`src/hdl/tx_source_defines.svh`:
```
// register offsets, field positions and reset values of the source control
`ifndef TX_SOURCE_DEFINES_SVH
`define TX_SOURCE_DEFINES_SVH

`define ROUTE_CTRL_OFFSET    8'h08
`define SOURCE_CTRL_OFFSET   8'h09
`define ROUTE_CTRL_RESET     8'h00
`define SOURCE_CTRL_RESET    8'h00

`define BYPASS_SEL_MSB       7
`define BYPASS_SEL_LSB       6
`define CMOS_SEL_BIT         5
`define LINE_SEL_BIT         4
`define XFER_DISABLE_BIT     3
`define VALIDITY_SEL_BIT     2
`define CU_SEL_MSB           1
`define CU_SEL_LSB           0

`define CU_BUFFER_BYTES      24
`define CU_HOST_LEAD_BYTES   10

`endif

```
`src/hdl/tx_source_pkg.sv`:
```
// types shared by the transmitter source selection logic
package tx_source_pkg;

    typedef enum logic [1:0] {
        CU_SRC_NONE  = 2'b00,
        CU_SRC_HOST  = 2'b01,
        CU_SRC_RX    = 2'b10,
        CU_SRC_SPLIT = 2'b11
    } cu_source_e;

    typedef logic [7:0] byte_t;

endpackage

```
`src/hdl/tx_output_source_ctrl.sv`:
```
// transmitter output routing and channel status / user data source control
`timescale 1ns/1ps
`include "tx_source_defines.svh"

module tx_output_source_ctrl #(
    parameter int DEPTH     = `CU_BUFFER_BYTES,
    parameter int HOST_LEAD = `CU_HOST_LEAD_BYTES,
    parameter int AW        = $clog2(DEPTH)
) (
    input  wire logic          i_clk,
    input  wire logic          i_rst,
    input  wire logic          i_reg_wr,
    input  wire logic          i_reg_rd,
    input  wire logic [7:0]    i_reg_addr,
    input  wire logic [7:0]    i_reg_wdata,
    output logic      [7:0]    o_reg_rdata,
    input  wire logic          i_encoder_out,
    input  wire logic [3:0]    i_rx_line,
    input  wire logic          i_host_validity,
    input  wire logic          i_rx_validity,
    input  wire logic          i_host_buf_wr,
    input  wire logic [AW-1:0] i_host_buf_idx,
    input  wire logic [7:0]    i_host_buf_data,
    input  wire logic          i_rx_buf_wr,
    input  wire logic [AW-1:0] i_rx_buf_idx,
    input  wire logic [7:0]    i_rx_buf_data,
    input  wire logic          i_block_start,
    input  wire logic [AW-1:0] i_ta_idx,
    output logic      [7:0]    o_ta_data,
    output logic               o_line_driver,
    output logic               o_cmos_out,
    output logic               o_tx_validity
);

    logic [7:0] route_ff;
    logic [7:0] nxt_route;
    logic [2:0] source_ff;
    logic [2:0] nxt_source;
    logic [7:0] rdata_ff;
    logic [7:0] nxt_rdata;
    logic [3:0] rx_meta_ff;
    logic [3:0] rx_sync_ff;
    logic       line_ff;
    logic       nxt_line;
    logic       cmos_ff;
    logic       nxt_cmos;
    logic       bypass;
    logic [1:0] bypass_receiver_sel;
    logic       line_driver_source_sel;
    logic       cmos_out_source_sel;
    logic       buffer_transfer_disable;
    logic       validity_source_sel;
    tx_source_pkg::cu_source_e cu_buffer_source_sel;
    logic [3:0] nxt_rx_meta;
    logic [3:0] nxt_rx_sync;

    // address decode shared by the write and read paths
    function automatic logic is_route_addr(input logic [7:0] addr);
        is_route_addr = (addr == `ROUTE_CTRL_OFFSET);
    endfunction

    function automatic logic is_source_addr(input logic [7:0] addr);
        is_source_addr = (addr == `SOURCE_CTRL_OFFSET);
    endfunction

    // two-bit selector to one receiver line
    function automatic logic pick_receiver(input logic [1:0] sel,
                                           input logic [3:0] lines);
        case (sel)
            2'b00:   pick_receiver = lines[0];
            2'b01:   pick_receiver = lines[1];
            2'b10:   pick_receiver = lines[2];
            2'b11:   pick_receiver = lines[3];
            default: pick_receiver = 1'b0;
        endcase
    endfunction

    // encoder or bypass, shared by the line driver and cmos paths
    function automatic logic pick_source(input logic sel,
                                         input logic bypass_bit,
                                         input logic encoder_bit);
        pick_source = sel ? bypass_bit : encoder_bit;
    endfunction

    always_comb begin
        nxt_route = route_ff;
        if (i_reg_wr && is_route_addr(i_reg_addr)) begin
            // low three bits are not stored and read back as zero
            nxt_route = {i_reg_wdata[7:3], 3'b000};
        end
    end

    always_ff @(posedge i_clk or posedge i_rst) begin
        if (i_rst) begin
            route_ff <= `ROUTE_CTRL_RESET;
        end else begin
            route_ff <= nxt_route;
        end
    end

    always_comb begin
        nxt_source = source_ff;
        if (i_reg_wr && is_source_addr(i_reg_addr)) begin
            nxt_source = i_reg_wdata[2:0];
        end
    end

    always_ff @(posedge i_clk or posedge i_rst) begin
        if (i_rst) begin
            source_ff <= 3'(`SOURCE_CTRL_RESET);
        end else begin
            source_ff <= nxt_source;
        end
    end

    // read-back, held until the next read strobe
    always_comb begin
        nxt_rdata = rdata_ff;
        if (i_reg_rd) begin
            if (is_route_addr(i_reg_addr)) begin
                nxt_rdata = route_ff;
            end else if (is_source_addr(i_reg_addr)) begin
                nxt_rdata = {5'b0_0000, source_ff};
            end else begin
                nxt_rdata = 8'h00;
            end
        end
    end

    always_ff @(posedge i_clk or posedge i_rst) begin
        if (i_rst) begin
            rdata_ff <= 8'h00;
        end else begin
            rdata_ff <= nxt_rdata;
        end
    end

    assign bypass_receiver_sel =
        route_ff[`BYPASS_SEL_MSB:`BYPASS_SEL_LSB];
    assign cmos_out_source_sel     = route_ff[`CMOS_SEL_BIT];
    assign line_driver_source_sel  = route_ff[`LINE_SEL_BIT];
    assign buffer_transfer_disable = route_ff[`XFER_DISABLE_BIT];
    assign validity_source_sel     = source_ff[`VALIDITY_SEL_BIT];
    assign cu_buffer_source_sel    = tx_source_pkg::cu_source_e'(
        source_ff[`CU_SEL_MSB:`CU_SEL_LSB]);

    // receiver lines are asynchronous pins
    always_comb begin
        nxt_rx_meta = i_rx_line;
        nxt_rx_sync = rx_meta_ff;
    end

    always_ff @(posedge i_clk or posedge i_rst) begin
        if (i_rst) begin
            rx_meta_ff <= 4'h0;
            rx_sync_ff <= 4'h0;
        end else begin
            rx_meta_ff <= nxt_rx_meta;
            rx_sync_ff <= nxt_rx_sync;
        end
    end

    always_comb begin
        bypass = pick_receiver(bypass_receiver_sel, rx_sync_ff);
    end

    // registered outputs so a select change cannot glitch the pins
    always_comb begin
        nxt_line = pick_source(line_driver_source_sel, bypass,
                               i_encoder_out);
    end

    always_ff @(posedge i_clk or posedge i_rst) begin
        if (i_rst) begin
            line_ff <= 1'b0;
        end else begin
            line_ff <= nxt_line;
        end
    end

    always_comb begin
        nxt_cmos = pick_source(cmos_out_source_sel, bypass,
                               i_encoder_out);
    end

    always_ff @(posedge i_clk or posedge i_rst) begin
        if (i_rst) begin
            cmos_ff <= 1'b0;
        end else begin
            cmos_ff <= nxt_cmos;
        end
    end

    assign o_line_driver = line_ff;
    assign o_cmos_out    = cmos_ff;
    assign o_reg_rdata   = rdata_ff;

    assign o_tx_validity = validity_source_sel ? i_rx_validity
                                               : i_host_validity;

    cu_buffer_loader #(
        .DEPTH     (DEPTH),
        .HOST_LEAD (HOST_LEAD),
        .AW        (AW)
    ) u_cu_buffer_loader (
        .i_clk          (i_clk),
        .i_rst          (i_rst),
        .i_src          (cu_buffer_source_sel),
        .i_xfer_disable (buffer_transfer_disable),
        .i_host_wr      (i_host_buf_wr),
        .i_host_idx     (i_host_buf_idx),
        .i_host_data    (i_host_buf_data),
        .i_rx_wr        (i_rx_buf_wr),
        .i_rx_idx       (i_rx_buf_idx),
        .i_rx_data      (i_rx_buf_data),
        .i_block_start  (i_block_start),
        .i_ta_idx       (i_ta_idx),
        .o_ta_data      (o_ta_data)
    );

endmodule // tx_output_source_ctrl

```
`src/hdl/cu_buffer_loader.sv`:
```
// channel status / user data buffers: user access and transmitter access
`timescale 1ns/1ps
`include "tx_source_defines.svh"

module cu_buffer_loader #(
    parameter int DEPTH     = `CU_BUFFER_BYTES,
    parameter int HOST_LEAD = `CU_HOST_LEAD_BYTES,
    parameter int AW        = $clog2(DEPTH)
) (
    input  wire logic                     i_clk,
    input  wire logic                     i_rst,
    input  wire tx_source_pkg::cu_source_e i_src,
    input  wire logic                     i_xfer_disable,
    input  wire logic                     i_host_wr,
    input  wire logic [AW-1:0]            i_host_idx,
    input  wire logic [7:0]               i_host_data,
    input  wire logic                     i_rx_wr,
    input  wire logic [AW-1:0]            i_rx_idx,
    input  wire logic [7:0]               i_rx_data,
    input  wire logic                     i_block_start,
    input  wire logic [AW-1:0]            i_ta_idx,
    output logic [7:0]                    o_ta_data
);

    localparam logic [AW-1:0] LEAD = AW'(HOST_LEAD);

    tx_source_pkg::byte_t ua_ff  [DEPTH];
    tx_source_pkg::byte_t ta_ff  [DEPTH];
    tx_source_pkg::byte_t nxt_ua [DEPTH];
    tx_source_pkg::byte_t nxt_ta [DEPTH];
    logic [7:0]           ta_data_ff;
    logic [7:0]           nxt_ta_data;

    // which writer may load a given byte under the current source
    function automatic logic may_load(input tx_source_pkg::cu_source_e src,
                                      input logic from_host,
                                      input logic [AW-1:0] idx);
        case (src)
            tx_source_pkg::CU_SRC_HOST:  may_load = from_host;
            tx_source_pkg::CU_SRC_RX:    may_load = !from_host;
            tx_source_pkg::CU_SRC_SPLIT: may_load = from_host ? (idx < LEAD)
                                                             : (idx >= LEAD);
            default:                     may_load = 1'b0;
        endcase
    endfunction

    genvar g;
    generate
        for (g = 0; g < DEPTH; g++) begin : g_byte
            always_comb begin
                nxt_ua[g] = ua_ff[g];
                // host or receiver load as may_load allows; in split, host lead and receiver rest
                if (i_host_wr && i_host_idx == AW'(g)
                        && may_load(i_src, 1'b1, i_host_idx)) begin
                    nxt_ua[g] = i_host_data;
                end else if (i_rx_wr && i_rx_idx == AW'(g)
                        && may_load(i_src, 1'b0, i_rx_idx)) begin
                    nxt_ua[g] = i_rx_data;
                end
                nxt_ta[g] = ta_ff[g];
                if (i_block_start && !i_xfer_disable) begin
                    nxt_ta[g] = ua_ff[g];
                end
            end

            always_ff @(posedge i_clk or posedge i_rst) begin
                if (i_rst) begin
                    ua_ff[g] <= 8'h00;
                    ta_ff[g] <= 8'h00;
                end else begin
                    ua_ff[g] <= nxt_ua[g];
                    ta_ff[g] <= nxt_ta[g];
                end
            end
        end
    endgenerate

    always_comb begin
        nxt_ta_data = (int'(i_ta_idx) < DEPTH) ? ta_ff[i_ta_idx] : 8'h00;
    end

    always_ff @(posedge i_clk or posedge i_rst) begin
        if (i_rst) begin
            ta_data_ff <= 8'h00;
        end else begin
            ta_data_ff <= nxt_ta_data;
        end
    end

    assign o_ta_data = ta_data_ff;

endmodule // cu_buffer_loader

```
`config.mk`:
```
export PLATFORM = sky130hd
export DESIGN_NAME = tx_output_source_ctrl
export DESIGN_NICKNAME = d
export VERILOG_FILES = /design/src/hdl/tx_source_pkg.sv /design/src/hdl/tx_output_source_ctrl.sv /design/src/hdl/cu_buffer_loader.sv
export VERILOG_INCLUDE_DIRS = /design/src /design/src/hdl
export SDC_FILE = /design/constraint.sdc
export NUM_CORES = 1
export LEC_CHECK = 0
export BUFFER_PORTS_ARGS = -buffer_cell sky130_fd_sc_hd__buf_2
export CORE_MARGIN = 2
export CORE_UTILIZATION = 55
export DETAILED_ROUTE_END_ITERATION = 12
export HOLD_SLACK_MARGIN = 0.1
export PLACE_DENSITY = 0.84
export SLEW_MARGIN = 20
export SYNTH_ARGS = -nofsm -noshare
export SYNTH_HDL_FRONTEND = slang
export SYNTH_SLANG_ARGS = --single-unit
export TNS_END_PERCENT = 5
```
`constraint.sdc`:
```
create_clock -name i_clk -period 16.9 [get_ports i_clk]
set_input_delay 0.845 -clock i_clk [delete_from_list [all_inputs] [get_ports i_clk]]
set_output_delay 0.845 -clock i_clk [all_outputs]
set_load 0.1 [all_outputs]
```
* After elaboration in Yosys (flattened, before gate mapping)
Index checks and enable logic that the tools add are counted.
** Word-level totals
- Register bits after elaboration :: 418
- Logic and storage cells :: 326
- Output and inout bits :: 19
** Cells by class
- Reductions and logical operators :: 127
- Magnitude comparators :: 4
- Equality and inequality tests :: 54
- Bitwise logic cells :: 1
- Multiplexer cells :: 84
** Operators by type and width (number)
- $mux 8 :: 52
- $logic_and 1x1->1 :: 99
- $eq 5x4->1 const B :: 16
- $eq 5x5->1 const B :: 16
- $reduce_bool 2->1 :: 24
- $bmux 8 s5 :: 1
- $eq 5x3->1 const B :: 8
- $mux 1 :: 27
- $eq 5x2->1 const B :: 4
- $eq 8x4->1 const B :: 2
- $eq 5x1->1 const B :: 2
- $logic_not 5->1 :: 2
- $eq 2x2->1 const B :: 4
- $ge 6x6->1 const B :: 1
- $not 5->6 :: 1
- $ge 5x4->1 const B :: 1
- $lt 5x4->1 const B :: 1
- $lt 5x5->1 const B :: 1
- $eq 2x1->1 const B :: 2
- $pmux 1 s2 :: 2
- $pmux 1 s4 :: 1
- $mux 3 :: 1
- $logic_not 2->1 :: 1
- $logic_not 1->1 :: 1

* Logic depth before layout (Yosys ltp)
Gate-level depths: netlist (run 1).
- Depth after elaboration :: 7
- Mapped depth :: 8
- Depth with buffers taken out :: 4

* Hierarchy
A second synthesis (run 1) with hierarchy kept.
** Second synthesis, totals
- Cells, all modules :: 1547
- Area, all modules :: 19184.6 sq um
** Modules (own cells, without submodules)
- cu_buffer_loader :: times used 1, area each 18191.2 sq um, cells each 1474, seq. area each 9809.4 sq um
- tx_output_source_ctrl :: times used 1, area each 993.5 sq um, cells each 73, seq. area each 650.6 sq um

* Least setup slack after synthesis (run 1)
No wires, ideal clock.
- Path type :: in2reg
- From :: in i_ta_idx[0]
- To :: reg u_cu_buffer_loader.ta_data_ff[4], in the netlist u_cu_buffer_loader.o_ta_data[4]
- Arrival time :: 2.534 ns
- Path buffers :: 3
- Required time :: 16.769 ns
- Path slack :: 14.235 ns
- Stages on the path :: 6
- Cells stage by stage :: buf_2 > clkbuf_1 > clkbuf_1 > mux2_2 > a32oi_1 > o21ai_0
** Between the ends
- Cells in the longest elaborated chain, start to end :: 5
- Elaborated cells between the ends (all ways) :: 6
** RTL lines
- start: declaration :: RTL line tx_output_source_ctrl.sv:28 : input wire logic [AW-1:0] i_ta_idx,
- $not 5->6 (implied by the code) :: RTL line cu_buffer_loader.sv:79 : nxt_ta_data = (int'(i_ta_idx) < DEPTH) ? ta_ff[i_ta_idx] : 8'h00;
- $bmux 8 s5 :: RTL line cu_buffer_loader.sv:79
- $mux 8 (implied by the code) (2 in series) :: RTL line cu_buffer_loader.sv:79
- $mux 8 (*) :: RTL line cu_buffer_loader.sv:79
- net u_cu_buffer_loader.nxt_ta_data[4] :: RTL line cu_buffer_loader.sv:32 : logic [7:0] nxt_ta_data;
- end signal: assignment :: RTL line cu_buffer_loader.sv:86 : ta_data_ff <= nxt_ta_data;
- end: declaration :: RTL line cu_buffer_loader.sv:31 : logic [7:0] ta_data_ff;
The timed path passes the listed nets; every way through them passes the cells marked *. The select of a mux whose other input is x is not followed.
A chain may end at the register's enable or synchronous reset.

==> results of run 1 <==
[kinds of logic after synthesis]
family          Yosys count
mux                     420
flops                   418
simple gates            278
compound gates          244
buf+inv                 140
[per-layer routing]
layer  vias up  wire, um  global-route usage
li1       5462         -                   -
met1      6670     19800               0.379
met2       706     22800               0.444
met3       145      5140              0.0747
met4         2      1960               0.111
met5         -        18                   0
[power groups by stage]
stage	Sequential (uW)	Combinational (uW)	Clock [uW]
final	1060	166	939
after global routing	1070	177	989
after CTS	1060	165	948
after detailed placement	1080	164	0
after global placement	1080	159	0
after floorplan	1080	107	0
[area by class of cell]
class                      count  area share
multi-input combinational    942       0.378
sequential                   418       0.498
antenna                        6    0.000715
clock buffer                  66      0.0612
tap                          448      0.0267
inverter                      21     0.00411
timing repair buffer          96      0.0258
clock inverter                 4     0.00453
[stage by stage]
step	setup WS (ns)	std cells	power (uW)	cell area (um2)	hold WS [ns]
after global placement	13.43	1925	1240	19600	0.339
after detailed placement	13.31	1925	1240	19600	0.345
after floorplan	4.42	1500	1190	18900	0.331
final	13.95	2001	2170	21000	0.354
after CTS	13.87	1995	2170	21000	0.357
after global routing	13.50	1998	2230	21000	0.360
[registers in the layout, summed over array words and instances (netlist names)]
register,cells
u_cu_buffer_loader.o_ta_data,8
o_reg_rdata,8
rx_sync_ff,4
source_ff,3
o_cmos_out,1
nxt_rx_sync,4
route_ff,5
u_cu_buffer_loader.ua_ff,192
u_cu_buffer_loader.ta_ff,192
o_line_driver,1
[layout by cell type (no fill, tap or decap), types with 7 or more instances in the layout]
cell / count
a21o_1: 16
a21oi_1: 92
a221o_1: 26
a22o_1: 21
a2bb2oi_1: 8
a32oi_1: 8
buf_2: 78
buf_4: 16
clkbuf_1: 13
clkbuf_16: 45
clkbuf_8: 8
dfrtp_1: 418
inv_1: 20
mux2_2: 211
mux2i_1: 168
mux4_2: 41
nand2_1: 66
nand4_1: 8
nor2_1: 118
nor2b_1: 9
nor3_1: 14
o21ai_0: 64
or3_1: 7
[how the worst max path moves through the flow]
stage / startpoint / end / slack (ns) / cells past startpoint
2_1_floorplan: i_rst / nxt_rx_sync[0] / 4.42 / 1
3_3_place_gp: i_rst / u_cu_buffer_loader.ta_ff[139] / 13.43 / 4
3_5_place_dp: i_rst / u_cu_buffer_loader.ua_ff[139] / 13.31 / 4
4_1_cts: i_rst / u_cu_buffer_loader.ta_ff[3] / 13.87 / 4
5_1_grt: i_rst / u_cu_buffer_loader.ta_ff[3] / 13.50 / 4
6_report: i_rst / u_cu_buffer_loader.ta_ff[3] / 13.95 / 4
==> impl_metrics.ini, run 1 <==
[run_status]
outcome = finished clean

[power_and_ir_drop]
peakVddDrop_uv = 77.9
comb_power_share = 0.077
p_leak_uw = 0.0102
power.internal_uw = 1660
sw_frac_of_total = 0.233
pwr-share-clk = 0.433
power_density_mw_per_mm2 = 103
switchingPower_uw = 506
seqPwrFrac = 0.490

[clocking]
clockRootBuffer = clkbuf_16
cts_htree_levels = 2
postCtsSetupRepairBufs = 0
cts_tree = yes
cts.repair.resized = 0
clock-sinks = 418
cts_inserted_buffers = 42
clk_pin_slew_ns = 0.06
clkLatencyLatePin_ns = 0.54
hold_buffers = 0
clk_path_buf_depth = 3

[sta]
final.setup.tns_ns = 0
rsz0062_at_grt = no
post-route-period-util = 0.174
fmax_ghz = 0.339
skew_ns = 0.00948
hold_viol_final = 0
worst_pin_slew_ns = 1.26
period_needed_ns = 2.95
slew_headroom = 0.162
setup_viol = 0
maxSlewViolCount = 0

[yosys]
ys_types = 48
synth_edf_count = 0
synth-seq-cells = 418
ys_async_sr_fraction = 1.00
synth_nets = 1561
yosys_warnings = 0
synthCells = 1500
synth_xor_area_frac = 0
synth_mux_area_frac = 0.263
synth-compound-area-share = 0.0818
ys.flop_type = dfrtp_1
syn_area_mm2 = 0.0189
synth_top_family_by_area = multiplexers
ys_top_cells_by_count = dfrtp_1, mux2_2, mux2i_1
avgSynthCellArea_um2 = 12.6
synthAdderAreaFrac = 0
yosysSeqAreaShare = 0.552
yosysMostFrequentCell = dfrtp_1
synth_top_cell_by_area = dfrtp_1
synth_top_area_frac = 0.552
synth_area_leaders = dfrtp_1, mux2_2, mux2i_1, mux4_2, a21oi_1
synth_simple_gate_area_frac = 0.0738

[setup_path]
critPathRequiredTime_ns = 17.43
path_buf_inv = 4
worstPathCellList = buf_2 > inv_8 > buf_4 > buf_4
r2r-start = source_ff[0]
crit_path_max_fanout = 126
path_class = in2async
crit_top_cell = buf_4
end_kind = asynchronous set/reset pin
slowest_delay_ns = 0.85
r2r_end = u_cu_buffer_loader.ua_ff[167]
cpMaxStageDelayCell = buf_4
cpLargestDelayFamily = buffers and inverters
ff2ff_path_depth = 4
reg2reg_setup_slack_ns = 14.06
critPathArrivalTime_ns = 3.48
cp-start-kind = input port

[die]
initial_utilization = 0.562
io_pins = 80
die_h_um = 190
core_mm2 = 0.0337
die_area_mm2 = 0.0359
rows = 67
dieWidth_um = 190

[layout]
nFillCells = 2441
fin_util = 0.623
area_growth_pct = 10.8
layout.nets = 1582
register_area_mm2 = 0.0105
drive_above_1_share = 0.275
multiInputGateArea_mm2 = 0.00794

[grt]
grt_max_degree = 193
grt_pass1_vias = 13200
antenna_found_initial = 5
grt.overflow.total = 0
track_usage = 0.283
grt_pass1_wl_um = 77700

[worst_hold_path]
worstHoldEndpoint = rx_sync_ff[3]
hp-start = nxt_rx_sync[3]
hold_depth = 0
hp-class = reg2reg

[routing]
ant_nets = 0
drt_first_pass_iters = 6
drt-wirelength-per-cell_um = 24.9
viasPerCell = 6.49
via_count = 13000
drt_iter0_markers = 1498
route.detailed.drc = 0
drt_wl_total_um = 49800

[place]
place.detailed.hpwl_um = 30700
gp_congestion = 0.906
numPortBuffers = 79

[job]
maxCapViolations = 0
No activity file was read; power rests on OpenSTA's default activity.
==> inputs of run 2 (changes only) <==
==> constraint.sdc (replaced) <==
create_clock -name i_clk -period 2.8 [get_ports i_clk]
set_input_delay 0.14 -clock i_clk [delete_from_list [all_inputs] [get_ports i_clk]]
set_output_delay 0.14 -clock i_clk [all_outputs]
set_load 0.1 [all_outputs]
==> run 2 against run 1 <==
  * Flip-flop and latch count unchanged
  * First-iteration DRC count is 9.2% higher
  * Combinational power increased to 6.4 times the previous value
  * Count of clock-buffer cells in the layout is 8 lower
  * Critical path depth is the same
  * Clock skew rose by 0.00091 ns
  * Register-to-register slack got worse by 14 ns
  * Utilization increased by 1.8 points
  * Wire length is 3.7% higher
  * Via count up 2.2%
  * Power grew to 6.3 times the previous value
==> impl_metrics.ini, run 2 (synthesis gave the netlist of run 1 again) <==
[clocking]
clock-sinks = 418
cts_tree = yes
hold_buffers = 17
clkLatencyLatePin_ns = 0.54
cts_htree_levels = 2
cts_inserted_buffers = 43
clockRootBuffer = clkbuf_16
clk_pin_slew_ns = 0.06
clk_path_buf_depth = 3
cts.repair.resized = 0
postCtsSetupRepairBufs = 0

[layout]
stdcell_area_mm2 = 0.0216
layout.nets = 1624
reg.largest.list = u_cu_buffer_loader.ta_ff (192), u_cu_buffer_loader.ua_ff (192)
layout_commonest_cell = dfrtp_1
nFillCells = 2374
layout_common_cells = dfrtp_1, mux2_2, mux2i_1
drive_above_1_share = 0.291
area_growth_pct = 13.9

[routing]
ant_nets = 0
drt_wl_total_um = 51600
drt_iter0_markers = 1636
viasPerCell = 6.47
route.detailed.drc = 0
via_count = 13300
drt-wirelength-per-cell_um = 25.2
drt_first_pass_iters = 5

[setup_path]
ff2ff_path_depth = 4
cp-endpoint = u_cu_buffer_loader.ua_ff[169]
crit_path_max_fanout = 9
reg2reg_setup_slack_ns = 0.38
r2r-start = source_ff[0]
path_class = reg2reg
cp-start-kind = flip-flop
critPathRequiredTime_ns = 3.19
critPathArrivalTime_ns = 2.81
timing.critical_path.from = source_ff[0]
r2r_end = u_cu_buffer_loader.ua_ff[169]
end_kind = flip-flop

[sta]
setup_viol = 0
maxSlewViolCount = 0
period_needed_ns = 2.42
slew_headroom = 0.432
rsz0062_at_grt = no
fmax_ghz = 0.414
skew_ns = 0.0104
post-route-period-util = 0.863
hold_viol_final = 0
worst_pin_slew_ns = 0.852

[die]
io_pins = 80
initial_utilization = 0.562
dieWidth_um = 190
die_area_mm2 = 0.0359
core_mm2 = 0.0337
rows = 67
die_h_um = 190

[grt]
grt_max_degree = 113
grt.overflow.total = 0
grt_pass1_wl_um = 80800
track_usage = 0.294
grt_pass1_vias = 13700
antenna_found_initial = 7

[job]
maxCapViolations = 0

[power_and_ir_drop]
power_density_mw_per_mm2 = 633
p_leak_uw = 0.0105
total_power_uw = 13700
peakVddDrop_uv = 480

[place]
numPortBuffers = 79
post_dp_cell_area_mm2 = 0.0199
gp_congestion = 0.946
place.detailed.hpwl_um = 31300

[worst_hold_path]
hold_depth = 3
hp-class = in2reg

[run_status]
outcome = finished clean
[run 2: changes by cell type in the layout (fill, tap and decap cells not counted), sizes merged]
cell,delta
dlygate4sd3,+17
bufinv,+4
clkbuf,-8
clkinvlp,+3
clkinv,+10
buf,+24
diode,+1
inv,-1
[run 2: worst min-delay path by stage]
stage,startpoint,slack [ns],to
floorplan,i_rx_line[0],0.17,nxt_rx_sync[0]
global placement,i_rst,0.11,u_cu_buffer_loader.ua_ff[64]
detailed placement,i_rst,0.11,u_cu_buffer_loader.ua_ff[64]
CTS,i_ta_idx[3],0.11,u_cu_buffer_loader.o_ta_data[4]
global route,i_ta_idx[3],0.14,u_cu_buffer_loader.o_ta_data[1]
finish,i_ta_idx[3],0.13,u_cu_buffer_loader.o_ta_data[4]
[run 2: layout make-up]
| cell class | count | area, um2 | share of cell area |
|---|---|---|---|
| Antenna cell | 7 | 17.5 | 0.000812 |
| Clock buffer | 58 | 1250 | 0.0582 |
| Clock inverter | 20 | 284 | 0.0132 |
| Inverter | 21 | 82.6 | 0.00383 |
| Multi-Input combinational cell | 942 | 7940 | 0.368 |
| Sequential cell | 418 | 10500 | 0.485 |
| Tap cell | 448 | 561 | 0.0260 |
| Timing Repair Buffer | 137 | 976 | 0.0452 |
[run 2: critical path, cell delays in order, from the launching register on]
cell     delay [ns]
dfrtp_1        0.37
or4b_1         0.68
or4_1          0.80
mux2i_1        0.30
o21ai_0        0.11
[run 2: metal layers]
metal | global-route usage | vias up | part of all wire
met1 | 0.400 | 6812 | 0.39
met5 | 0 | - | 0.00025
met3 | 0.0600 | 173 | 0.093
li1 | - | 5558 | -
met4 | 0.125 | 2 | 0.045
met2 | 0.464 | 730 | 0.47
[run 2: stage by stage]
stage	hold WS [ns]	setup WS [ns]	instances	TNS, ns	utilization
final	0.132	0.383	2051	0	0.640
after global routing	0.138	0.303	2047	0	0.640
after floorplan	0.171	-2.98	1500	-1244.61	-
after detailed placement	0.114	0.493	1949	0	0.589
after global placement	0.110	0.543	1949	0	0.589
after CTS	0.112	0.411	2044	0	0.640
[run 2: power breakdown]
group / internal, uW / total [uW] / switching [uW]
sequential: 6270 / 6410 / 136
combinational: 391 / 1060 / 673
clock: 3790 / 6180 / 2390
total: 10500 / 13700 / 3200
